--- src/logic/sequencer_pkg.sv ---
// Constants and types for the supply start-up and fault sequencer
package sequencer_pkg;
  localparam int unsigned CLK_MHZ = 100;
  localparam int unsigned UV_FILTER_US = 50;
  localparam int unsigned UV_FILTER_CYC = UV_FILTER_US * CLK_MHZ;
  localparam int unsigned LATCH_FILTER_US = 50;
  localparam int unsigned LATCH_FILTER_CYC = LATCH_FILTER_US * CLK_MHZ;
  localparam int unsigned OVERLOAD_MS = 118;
  localparam int unsigned OVERLOAD_CYC = OVERLOAD_MS * 1000 * CLK_MHZ;
  localparam int unsigned SOFTSTART_US = 4800;
  localparam int unsigned SOFTSTART_CYC = SOFTSTART_US * CLK_MHZ;
  localparam int unsigned CNT_W = 24;
  localparam int unsigned LIMIT_W = 10;
  localparam logic [LIMIT_W-1:0] LIMIT_FULL = 10'h3FF;
  localparam logic [LIMIT_W-1:0] LIMIT_RESET = 10'h000;
  localparam logic [1:0] HICCUP_RESET = 2'h0;
  localparam logic [1:0] HICCUP_LAST = 2'h2;

  typedef struct packed {
    logic above_inhibit;
    logic above_turn_on;
    logic below_minimum;
    logic below_supply_undervoltage_lockout;
    logic below_hiccup;
    logic below_logic_reset;
  } supply_cmp_t;

  typedef struct packed {
    logic overload;
    logic thermal;
    logic ext_latch;
  } fault_in_t;

  typedef enum logic [4:0] {
    ST_PRECHARGE = 5'h01,
    ST_CHARGE = 5'h02,
    ST_RUN = 5'h04,
    ST_UV_WAIT = 5'h08,
    ST_HICCUP = 5'h10
  } seq_state_t;
endpackage

--- src/logic/supply_startup_fault_sequencer.sv ---
// Supply start-up, undervoltage and double-hiccup fault sequencer
`timescale 1ns/1ps
`default_nettype none
module supply_startup_fault_sequencer
  import sequencer_pkg::*;
#(
  parameter int unsigned OVERLOAD_CYCLES = OVERLOAD_CYC,
  parameter int unsigned SOFTSTART_CYCLES = SOFTSTART_CYC
) (
  input wire logic ref_clk_i,
  input wire logic rst_i,
  input wire logic clk_en_i,
  input wire logic latch_variant_i,
  input wire supply_cmp_t supply_cmp_i,
  input wire fault_in_t fault_i,
  output logic startup_current_source_o,
  output logic small_precharge_source_o,
  output logic gate_drive_out_o,
  output logic self_supply_mode_o,
  output logic soft_start_trig_o,
  output logic [LIMIT_W-1:0] mod_limit_o,
  output logic latched_o
);
  supply_cmp_t cmp_meta_ff, cmp_ff;
  fault_in_t flt_meta_ff, flt_ff;
  seq_state_t state_ff, nxt_state;
  logic variant_taken_ff, latch_variant_ff;
  logic [CNT_W-1:0] uv_cnt_ff, lat_cnt_ff;
  logic [26:0] ovl_cnt_ff;
  logic [19:0] ss_cnt_ff;
  logic [1:0] pass_ff;
  logic ext_latch_ok_ff, overload_ok_ff, latched_ff, ss_run_ff;

  function automatic logic count_done(input logic [26:0] cnt, input int unsigned lim);
    count_done = (cnt >= 27'(lim - 1));
  endfunction

  // Two-stage synchronisers; first stage read only by the second
  always_ff @(posedge ref_clk_i or posedge rst_i) begin
    if (rst_i) begin
      cmp_meta_ff <= '0;
      cmp_ff <= '0;
      flt_meta_ff <= '0;
      flt_ff <= '0;
    end else if (clk_en_i) begin
      cmp_meta_ff <= supply_cmp_i;
      cmp_ff <= cmp_meta_ff;
      flt_meta_ff <= fault_i;
      flt_ff <= flt_meta_ff;
    end
  end

  // Strap taken on first enabled edge after reset release
  always_ff @(posedge ref_clk_i or posedge rst_i) begin
    if (rst_i) begin
      variant_taken_ff <= 1'b0;
      latch_variant_ff <= 1'b0;
    end else if (clk_en_i && !variant_taken_ff) begin
      variant_taken_ff <= 1'b1;
      latch_variant_ff <= latch_variant_i;
    end
  end

  wire logic uv_expired = count_done(27'(uv_cnt_ff), UV_FILTER_CYC);
  wire logic lat_expired = count_done(27'(lat_cnt_ff), LATCH_FILTER_CYC);
  wire logic ovl_expired = count_done(ovl_cnt_ff, OVERLOAD_CYCLES);
  wire logic ss_done = count_done(27'(ss_cnt_ff), SOFTSTART_CYCLES);

  // Filter counters
  always_ff @(posedge ref_clk_i or posedge rst_i) begin
    if (rst_i) begin
      lat_cnt_ff <= '0;
      ext_latch_ok_ff <= 1'b0;
      ovl_cnt_ff <= '0;
      overload_ok_ff <= 1'b0;
    end else if (clk_en_i) begin
      if (!flt_ff.ext_latch) begin
        lat_cnt_ff <= '0;
      end else if (!lat_expired) begin
        lat_cnt_ff <= lat_cnt_ff + 1'b1;
      end
      ext_latch_ok_ff <= flt_ff.ext_latch && lat_expired;
      if (!flt_ff.overload || state_ff != ST_RUN) begin
        ovl_cnt_ff <= '0;
      end else if (!ovl_expired) begin
        ovl_cnt_ff <= ovl_cnt_ff + 1'b1;
      end
      overload_ok_ff <= flt_ff.overload && ovl_expired && state_ff == ST_RUN;
    end
  end

  wire logic uv_filtered = (state_ff == ST_UV_WAIT) && uv_expired;
  wire logic any_fault = flt_ff.thermal || ext_latch_ok_ff || overload_ok_ff;
  wire logic hiccup_entry = (state_ff == ST_RUN || state_ff == ST_UV_WAIT) && any_fault;
  wire logic set_latch = ext_latch_ok_ff || (overload_ok_ff && latch_variant_ff);
  wire logic fault_blocks = latched_ff || flt_ff.thermal || ext_latch_ok_ff;

  // Latched fault cleared only at the logic-reset level
  always_ff @(posedge ref_clk_i or posedge rst_i) begin
    if (rst_i) begin
      latched_ff <= 1'b0;
    end else if (clk_en_i) begin
      if (set_latch) begin
        latched_ff <= 1'b1;
      end else if (cmp_ff.below_logic_reset) begin
        latched_ff <= 1'b0;
      end
    end
  end

  always_comb begin
    nxt_state = state_ff;
    case (state_ff)
      ST_PRECHARGE: begin
        if (cmp_ff.above_inhibit) begin
          nxt_state = ST_CHARGE;
        end
      end
      ST_CHARGE: begin
        if (cmp_ff.above_turn_on) begin
          nxt_state = fault_blocks ? ST_HICCUP : ST_RUN;
        end
      end
      ST_RUN: begin
        if (hiccup_entry) begin
          nxt_state = ST_HICCUP;
        end else if (cmp_ff.below_supply_undervoltage_lockout) begin
          nxt_state = ST_UV_WAIT;
        end
      end
      ST_UV_WAIT: begin
        // A fault during the dip must not slip back into run
        if (hiccup_entry) begin
          nxt_state = ST_HICCUP;
        end else if (!cmp_ff.below_supply_undervoltage_lockout) begin
          nxt_state = ST_RUN;
        end else if (uv_filtered) begin
          nxt_state = ST_HICCUP;
        end
      end
      ST_HICCUP: begin
        // Second turn-on with no fault ends the sequence
        if (cmp_ff.above_turn_on && pass_ff == HICCUP_LAST && !fault_blocks) begin
          nxt_state = ST_RUN;
        end
      end
      default: nxt_state = ST_PRECHARGE;
    endcase
    // Start-up states must be free to charge through the reset level
    if (cmp_ff.below_logic_reset && state_ff != ST_PRECHARGE && state_ff != ST_CHARGE) begin
      nxt_state = ST_PRECHARGE;
    end
  end

  // Pass counter: 0 discharge-1, 1 charge-1/discharge-2, 2 charge-2
  always_ff @(posedge ref_clk_i or posedge rst_i) begin
    if (rst_i) begin
      state_ff <= ST_PRECHARGE;
      pass_ff <= HICCUP_RESET;
      uv_cnt_ff <= '0;
    end else if (clk_en_i) begin
      state_ff <= nxt_state;
      uv_cnt_ff <= (state_ff == ST_UV_WAIT && !uv_expired) ? uv_cnt_ff + 1'b1 : '0;
      if (nxt_state == ST_HICCUP && state_ff != ST_HICCUP) begin
        pass_ff <= HICCUP_RESET;
      end else if (state_ff == ST_HICCUP) begin
        if (cmp_ff.below_hiccup && !startup_current_source_o) begin
          pass_ff <= (pass_ff == HICCUP_LAST) ? 2'h1 : pass_ff + 2'h1;
        end
      end
    end
  end

  // Source control; in hiccup, off until hiccup level, on until turn-on
  wire logic src_on_cond = cmp_ff.below_minimum && !cmp_ff.above_turn_on;
  wire logic src_off_cond = cmp_ff.above_turn_on;
  wire logic hic_charge = (state_ff == ST_HICCUP) && (pass_ff != HICCUP_RESET);
  logic nxt_src;
  always_comb begin
    nxt_src = startup_current_source_o;
    case (nxt_state)
      ST_PRECHARGE: nxt_src = 1'b0;
      ST_CHARGE: nxt_src = !src_off_cond;
      ST_HICCUP: begin
        if (src_off_cond) begin
          nxt_src = 1'b0;
        end else if (cmp_ff.below_hiccup || (hic_charge && startup_current_source_o)) begin
          nxt_src = 1'b1;
        end else begin
          nxt_src = 1'b0;
        end
      end
      default: begin
        if (src_off_cond) begin
          nxt_src = 1'b0;
        end else if (src_on_cond) begin
          nxt_src = 1'b1;
        end
      end
    endcase
  end

  wire logic ss_start = (nxt_state == ST_RUN) && (state_ff == ST_CHARGE || state_ff == ST_HICCUP);

  always_ff @(posedge ref_clk_i or posedge rst_i) begin
    if (rst_i) begin
      startup_current_source_o <= 1'b0;
      small_precharge_source_o <= 1'b0;
      gate_drive_out_o <= 1'b0;
      self_supply_mode_o <= 1'b0;
      soft_start_trig_o <= 1'b0;
      latched_o <= 1'b0;
    end else if (clk_en_i) begin
      startup_current_source_o <= nxt_src;
      small_precharge_source_o <= (nxt_state == ST_PRECHARGE);
      gate_drive_out_o <= (nxt_state == ST_RUN);
      self_supply_mode_o <= (nxt_state == ST_HICCUP);
      soft_start_trig_o <= ss_start;
      latched_o <= latched_ff;
    end
  end

  // Linear limit ramp; cycle count times full limit, widened to 40 bits
  wire logic [LIMIT_W-1:0] ramp_val = LIMIT_W'((40'(ss_cnt_ff) * 40'(LIMIT_FULL))
                                              / 40'(SOFTSTART_CYCLES));
  always_ff @(posedge ref_clk_i or posedge rst_i) begin
    if (rst_i) begin
      ss_cnt_ff <= '0;
      ss_run_ff <= 1'b0;
      mod_limit_o <= LIMIT_RESET;
    end else if (clk_en_i) begin
      if (ss_start) begin
        ss_cnt_ff <= '0;
        ss_run_ff <= 1'b1;
        mod_limit_o <= LIMIT_RESET;
      end else if (nxt_state != ST_RUN) begin
        ss_run_ff <= 1'b0;
        mod_limit_o <= LIMIT_RESET;
      end else if (ss_run_ff && !ss_done) begin
        ss_cnt_ff <= ss_cnt_ff + 1'b1;
        mod_limit_o <= ramp_val;
      end else begin
        mod_limit_o <= LIMIT_FULL;
      end
    end
  end

  property p_uv_drop;
    @(posedge ref_clk_i) disable iff (rst_i)
      (clk_en_i && state_ff == ST_RUN && cmp_ff.below_supply_undervoltage_lockout) |=> !gate_drive_out_o;
  endproperty
  a_uv_drop: assert property (p_uv_drop) else $error("drive not dropped on undervoltage");

  property p_src_off;
    @(posedge ref_clk_i) disable iff (rst_i)
      (clk_en_i && cmp_ff.above_turn_on) |=> !startup_current_source_o;
  endproperty
  a_src_off: assert property (p_src_off) else $error("source on above turn-on");

  property p_hiccup_no_drive;
    @(posedge ref_clk_i) disable iff (rst_i)
      (state_ff == ST_HICCUP) |-> !gate_drive_out_o && self_supply_mode_o;
  endproperty
  a_hiccup_no_drive: assert property (p_hiccup_no_drive) else $error("drive in hiccup");

  property p_latched_block;
    @(posedge ref_clk_i) disable iff (rst_i)
      (clk_en_i && latched_ff && !cmp_ff.below_logic_reset) |=> !gate_drive_out_o;
  endproperty
  a_latched_block: assert property (p_latched_block) else $error("drive while latched");

  property p_ss_trig;
    @(posedge ref_clk_i) disable iff (rst_i)
      $rose(gate_drive_out_o) && $past(state_ff) != ST_UV_WAIT |-> soft_start_trig_o;
  endproperty
  a_ss_trig: assert property (p_ss_trig) else $error("no soft-start on turn-on");

  property p_precharge;
    @(posedge ref_clk_i) disable iff (rst_i)
      (state_ff == ST_PRECHARGE) |-> !startup_current_source_o;
  endproperty
  a_precharge: assert property (p_precharge) else $error("main source during precharge");

  property p_ext_latch;
    @(posedge ref_clk_i) disable iff (rst_i)
      (clk_en_i && ext_latch_ok_ff) |=> latched_ff;
  endproperty
  a_ext_latch: assert property (p_ext_latch) else $error("external latch not latched");

  property p_ovl_latch;
    @(posedge ref_clk_i) disable iff (rst_i)
      (clk_en_i && overload_ok_ff && latch_variant_ff) |=> latched_ff;
  endproperty
  a_ovl_latch: assert property (p_ovl_latch) else $error("overload not latched");

  property p_freeze;
    @(posedge ref_clk_i) disable iff (rst_i)
      !clk_en_i |=> $stable(gate_drive_out_o) && $stable(mod_limit_o)
        && $stable(startup_current_source_o);
  endproperty
  a_freeze: assert property (p_freeze) else $error("outputs moved while clock disabled");
endmodule // supply_startup_fault_sequencer
`default_nettype wire

--- config.mk ---
export PLATFORM = sky130hd
export DESIGN_NAME = supply_startup_fault_sequencer
export DESIGN_NICKNAME = d
export VERILOG_FILES = /design/src/logic/sequencer_pkg.sv /design/src/logic/supply_startup_fault_sequencer.sv
export SDC_FILE = /design/constraint.sdc
export NUM_CORES = 1
export LEC_CHECK = 0
export BUFFER_PORTS_ARGS = -buffer_cell sky130_fd_sc_hd__buf_2
export CAP_MARGIN = 30
export CORE_MARGIN = 4
export CORE_UTILIZATION = 35
export DETAILED_ROUTE_END_ITERATION = 10
export SLEW_MARGIN = 20
export SYNTH_ARGS = -nofsm -noshare
export SYNTH_HDL_FRONTEND = slang
export SYNTH_SLANG_ARGS = --single-unit
--- constraint.sdc ---
create_clock -name ref_clk_i -period 27 [get_ports ref_clk_i]
set_input_delay 2.7 -clock ref_clk_i [delete_from_list [all_inputs] [get_ports ref_clk_i]]
set_output_delay 2.7 -clock ref_clk_i [all_outputs]
set_load 0.05 [all_outputs]
==> flow_summary_export.csv, run 1 <==
group,metric,value,unit
status,run_status,"finished, final reports clean",
sta,maxClockFrequency,0.0548,GHz
worst_setup_path,setup.worst_path.class,"register to register",
sta,final.min_clock_period,18240,ps
sta,report.final.hold_viol_count,0,
routing,drc,0,
clock_tree,cts-root-buf,"clkbuf_16",
routing,route.vias.total,15677,
floorplan,boundaryPins,29,
worst_setup_path,timing.critical_path.slowest_cell_delay,690,ps
floorplan,design.die.area,54100,sq um
worst_setup_path,setup.worst_path.start_class,"register",
worst_setup_path,timing.critical_path.required,27320,ps
sta,worstMarginPinSlew,917,ps
floorplan,std_cell_rows,82,
floorplan,core_area,50100,sq um
placement,placement.setup.worst_slack,8900,ps
worst_setup_path,worst_setup_path_end_kind,"register",
global_route,grt_pass1_vias,15562,
clock_tree,insertion_delay,430,ps
sta,final_critical_path_setup_slack,8760,ps
worst_setup_path,path_common_cell,"fa_1",
synth,synth.yosys.seq_area_share,20.1,%
routing,drt-pass1-iter-count,5,
global_route,wire_length_of_the_first_global_routing_pass,76.9,mm
clock_tree,postCtsHoldBufs,0,
routing,final_wl,46.0,mm
global_route,grt.total_usage,16.8,%
layout,final_layout_size_suffix_gt1_share,9.27,%
job,drv_cap,0,
layout,antennaDiodeCount,0,
floorplan,chipWidth,233,um
worst_setup_path,critical_path_peak_fanout,17,
clock_tree,cts.repair_timing.setup_buffer_count,0,
clock_tree,cts_tree,"done",
sta,report.final.slew_viol_count,0,
synth,yosys.area.top_type_share,20.0,%
routing,drt_iter0_markers,1089,
placement,io_buffer_count,28,
sta,fin_crit_sh,67.5,%
synth,postSynthCellCount,2118,
routing,detail-route-antenna-nets,0,
clock_tree,cts_inserted_buffers,17,
sta,layout_skew,15.9,ps
clock_tree,cts.repair.resized,0,
clock_tree,h-tree-depth,4,
clock_tree,clk_transition_reported_paths,70,ps
sta,setup_total_negative_slack,0,ps
synth,unique_cell_type_count_in_the_yosys_netlist,128,
floorplan,initial_utilization,35.3,%
floorplan,die_h,233,um
placement,place.detailed.hpwl,36.2,mm
worst_setup_path,worst_ep_arrival_time,18550,ps
synth,library_cell_occupying_the_most_area_in_the_post_synthesis_netlist,"dfrtp_1",
synth,post-synth-top-count-cell,"nor2_1",
synth,synth.cells.most_frequent,"nor2_1 (216), inv_1 (188), nand2_1 (172)",
global_route,grt_max_degree,90,
synth,yosys_most_used_dff,"dfrtp_1",
global_route,gr-total-overflow,0,
synth,number_of_register_bits_inferred_by_synthesis,142,
layout,fill_cells,5242,
min_path,hold_crit_path_type,"register to register",
synth,warnings_synthesis,0,
sta,timing.slew.headroom,38.4,%
sta,setup_viol_count_final,0,
synth,syn-cell-area,17700,sq um
worst_setup_path,cp_num_buf_inv,4,
global_route,number_of_antenna_violations_at_the_first_check_in_global_routing,0,
routing,avgRoutedWirePerCell,16.4,um
layout,area.growth.synth_to_final,7.53,%
sta,grt_setup_unrepaired,"no",
clock_tree,cts_sinks,142,
routing,vias_per_cell,5.60,
synth,synthArstFlopShare,100,%
placement,gp_congestion,0.917,
synth,postSynthAreaPerCell,8.34,sq um
worst_setup_path,crit_slowest_cell,"xnor2_1",
clock_tree,largest_buffer_count_on_any_clock_path,2,
layout,nets,2318,
synth,main_area_contributors_after_synthesis,"dfrtp_1 (20%), fa_1 (12%), ha_1 (6.2%)",
worst_setup_path,worst_path_dominant_cell_family,"compound AO/OA/AOI/OAI gates",
synth,synth_nets,2324,
synth,synth-edff-count,0,
==> state kept, by name (all words and copies together) (netlist names), 3 cells and up <==
register	flops
cmp_ff	5
cmp_meta_ff	6
mod_limit_o	10
ss_cnt_ff	20
flt_meta_ff	3
lat_cnt_ff	24
ovl_cnt_ff	27
uv_cnt_ff	24
flt_ff	3
state_ff	5
==> worst paths after layout <==
| check | from | to | slack [ps] | cells after the start |
|---|---|---|---|---|
| max | ss_cnt_ff[12] | mod_limit_o[0] | 8760 | 52 |
| min | mod_limit_o[2] | mod_limit_o[2] | 490 | 1 |
| max reg2reg | ss_cnt_ff[12] | mod_limit_o[0] | 8760 | 52 |
| min reg2reg | mod_limit_o[2] | mod_limit_o[2] | 490 | 1 |
| max in group asynchronous | rst_i | ovl_cnt_ff[8] | 23290 | 3 |
| min in group asynchronous | rst_i | mod_limit_o[1] | 2440 | 2 |
==> metal layers <==
metal / wire length, um / GRT usage, % / vias up
met5: 0 / 0 / -
met4: 929 / 4.59 / 0
met3: 1410 / 1.53 / 67
met2: 22200 / 29.2 / 356
met1: 21400 / 22.3 / 7635
li1: - / - / 7619
==> worst register-to-register path: cells and delay by family, from the launching register on <==
kind,cells,cell delay [ps]
compound gates,23,7400
xor+xnor,4,1800
flops,1,510
simple gates,10,3160
buf+inv,4,370
mux,5,1780
fa+ha+maj,6,3130
==> placed cells by master, fill, tap and decap left out, types with 26 or more instances in the layout <==
cell type,Yosys,layout
and3_1,45,45
mux2_2,26,26
nand3_1,75,75
nand2_1,172,172
o21ai_0,104,104
inv_1,188,187
fa_1,106,106
a21oi_1,135,135
o21ai_1,30,30
buf_2,14,28
ha_1,87,87
a31oi_1,31,31
dfrtp_1,141,141
xor2_1,54,54
nor3_1,51,51
nor2_1,216,215
xnor2_1,73,73
==> per-stage QoR <==
step	area, sq um	hold slack [ps]	instances	utilization [%]
2_1_floorplan	17700	445	2118	-
3_3_place_gp	18400	464	2762	36.8
3_5_place_dp	18400	476	2762	36.8
4_1_cts	19000	490	2794	37.9
5_1_grt	19000	507	2797	37.9
6_report	19000	494	2797	37.9
==> cells by family after synthesis <==
| family | count (synthesis) | share of synthesized area (%) |
|---|---|---|
| xor+xnor | 132 | 6.82 |
| flops | 142 | 20.1 |
| fa+ha+maj | 198 | 18.5 |
| compound gates | 623 | 25.5 |
| simple gates | 720 | 20.0 |
| mux | 49 | 3.33 |
| buf+inv | 254 | 5.78 |
==> cell type report <==
class	count	area, sq um	area share, %
Timing Repair Buffer	41	235	1.24
Tap cell	672	841	4.43
Inverter	188	711	3.74
Clock inverter	13	119	0.626
Sequential cell	142	3550	18.7
Multi-Input combinational cell	1722	13100	68.9
Clock buffer	19	443	2.33
Power of run 1 is not shown: default switching activity piles up to over one toggle a cycle in this logic, so the estimate is an artifact.
==> run 2: changes to the inputs <==
==> constraint.sdc (replaced) <==
create_clock -name ref_clk_i -period 16.29 [get_ports ref_clk_i]
set_input_delay 1.629 -clock ref_clk_i [delete_from_list [all_inputs] [get_ports ref_clk_i]]
set_output_delay 1.629 -clock ref_clk_i [all_outputs]
set_load 0.05 [all_outputs]
==> flow_summary_export.csv, run 2 (synthesis gave the netlist of run 1 again) <==
group,metric,value,unit
placement,gp_congestion,0.911,
layout,largest_registers,"ovl_cnt_ff: 27 flops, lat_cnt_ff: 24 flops, uv_cnt_ff: 24 flops",
job,drv_cap,0,
min_path,hold_crit_path_type,"register to register",
clock_tree,cts_inserted_buffers,17,
routing,drt-pass1-iter-count,7,
layout,mostFrequentLayoutCells,"nor2_1 (212), inv_1 (184), nand2_1 (169)",
placement,io_buffer_count,28,
global_route,grt_max_degree,77,
sta,setup_viol_count_final,0,
floorplan,core_area,50100,sq um
routing,detail-route-antenna-nets,0,
layout,nets,2437,
worst_setup_path,setup.worst_path.class,"register to register",
layout,antennaDiodeCount,0,
layout,layout_commonest_cell,"nor2_1",
layout,area.growth.synth_to_final,16.4,%
routing,route.vias.total,16254,
floorplan,die_h,233,um
worst_setup_path,critical_path_peak_fanout,8,
sta,worstMarginPinSlew,905,ps
worst_setup_path,timing.critical_path.slowest_cell_delay,620,ps
layout,flip_flop_count_of_the_largest_register_all_copies_and_words_added,27,
global_route,grt_pass1_vias,15985,
global_route,wire_length_of_the_first_global_routing_pass,79.7,mm
global_route,gr-total-overflow,0,
clock_tree,largest_buffer_count_on_any_clock_path,2,
routing,final_wl,48.2,mm
global_route,grt.total_usage,17.3,%
clock_tree,cts_sinks,142,
global_route,number_of_antenna_violations_at_the_first_check_in_global_routing,0,
routing,vias_per_cell,5.57,
floorplan,chipWidth,233,um
layout,final_layout_size_suffix_gt1_share,18.2,%
worst_setup_path,crit_slowest_cell,"fa_1",
worst_setup_path,worst_ep_arrival_time,15990,ps
routing,avgRoutedWirePerCell,16.5,um
floorplan,std_cell_rows,82,
routing,drc,0,
floorplan,design.die.area,54100,sq um
sta,report.final.slew_viol_count,0,
floorplan,boundaryPins,29,
sta,timing.slew.headroom,39.5,%
sta,fin_crit_sh,96.3,%
clock_tree,cts_tree,"done",
worst_setup_path,setup.worst_path.start_class,"register",
sta,maxClockFrequency,0.0638,GHz
routing,drt_iter0_markers,1010,
worst_setup_path,path_common_cell,"buf_4",
sta,report.final.hold_viol_count,0,
layout,layout.cells.non_filler,2916,
clock_tree,cts-root-buf,"clkbuf_16",
sta,layout_skew,14.4,ps
placement,numPlacedInstances,2853,
clock_tree,insertion_delay,430,ps
status,run_status,"finished, final reports clean",
layout,fill_cells,5089,
worst_setup_path,worst_setup_path_end_kind,"register",
clock_tree,h-tree-depth,4,
sta,final.min_clock_period,15680,ps
clock_tree,clk_transition_reported_paths,70,ps
layout,regMostFlops,"ovl_cnt_ff",
placement,place.detailed.hpwl,37.1,mm
floorplan,initial_utilization,35.3,%
worst_setup_path,timing.critical_path.required,16600,ps
## run 2: cell count changes in the layout (fill, tap and decap cells not counted), moves of 7 or more
cell / before / now
a21oi_1: 135 / 126
buf_4: 11 / 128
o21ai_0: 104 / 94
nor3_1: 51 / 44
a21oi_2: 3 / 11
## run 2: worst paths after layout
kind	startpoint	endpoint	slack (ps)	cells after the start
worst max-delay path	ss_cnt_ff[3]	mod_limit_o[0]	610	59
worst min-delay path	variant_taken_ff	variant_taken_ff	480	1
worst max register to register	ss_cnt_ff[3]	mod_limit_o[0]	610	59
worst min register to register	variant_taken_ff	variant_taken_ff	480	1
max in group asynchronous	rst_i	ss_cnt_ff[8]	13570	3
min in group asynchronous	rst_i	mod_limit_o[5]	1330	2
## run 2: cell type report
class                           instances  area (sq um)  share of cell area, %
Clock buffer                           18           429                   2.09
Clock inverter                         14           181                  0.882
Inverter                              188           714                   3.47
Multi-Input combinational cell       1723         13700                   66.7
Sequential cell                       142          3560                   17.3
Tap cell                              672           841                   4.09
Timing Repair Buffer                  159          1120                   5.47
## run 2: timing repair
action                                  CTS  global route
resized for setup                         5           129
hold buffers                              0             0
pin swaps                                 1            32
endpoints found under the setup margin    1             3
buffers inserted                          2            26
cloned                                    0             1
## run 2: metrics by stage
stage	TNS (ps)	hold WS (ps)	util [%]	instance area, sq um	worst slack [ps]
floorplan	0	445	-	17700	1020
global placement	-467	464	38.1	19100	-467
detailed placement	-487	477	38.1	19100	-487
CTS	0	493	39.4	19700	12.9
global route	-104	501	41.1	20600	-104
finish	0	484	41.1	20600	605
## run 2: critical path: cells and delay by family (launching register included)
kind / cells / cell delay [ps]
buffers and inverters: 11 / 1580
muxes: 4 / 1000
xor gates and xnor gates: 2 / 670
AOI/OAI and AO/OA: 21 / 5640
adders and majority gates: 6 / 3110
DFF: 1 / 440
and+or+nand+nor: 15 / 3100
## run 2: metal layers
metal	wire length, um	share of wire [%]	global-route usage, %
met5	0	0	0
met4	688	1.4	3.59
met3	1640	3.4	1.67
met2	23600	49	30.0
met1	22300	46	23.5
Power of run 2 is left out for the same reason.
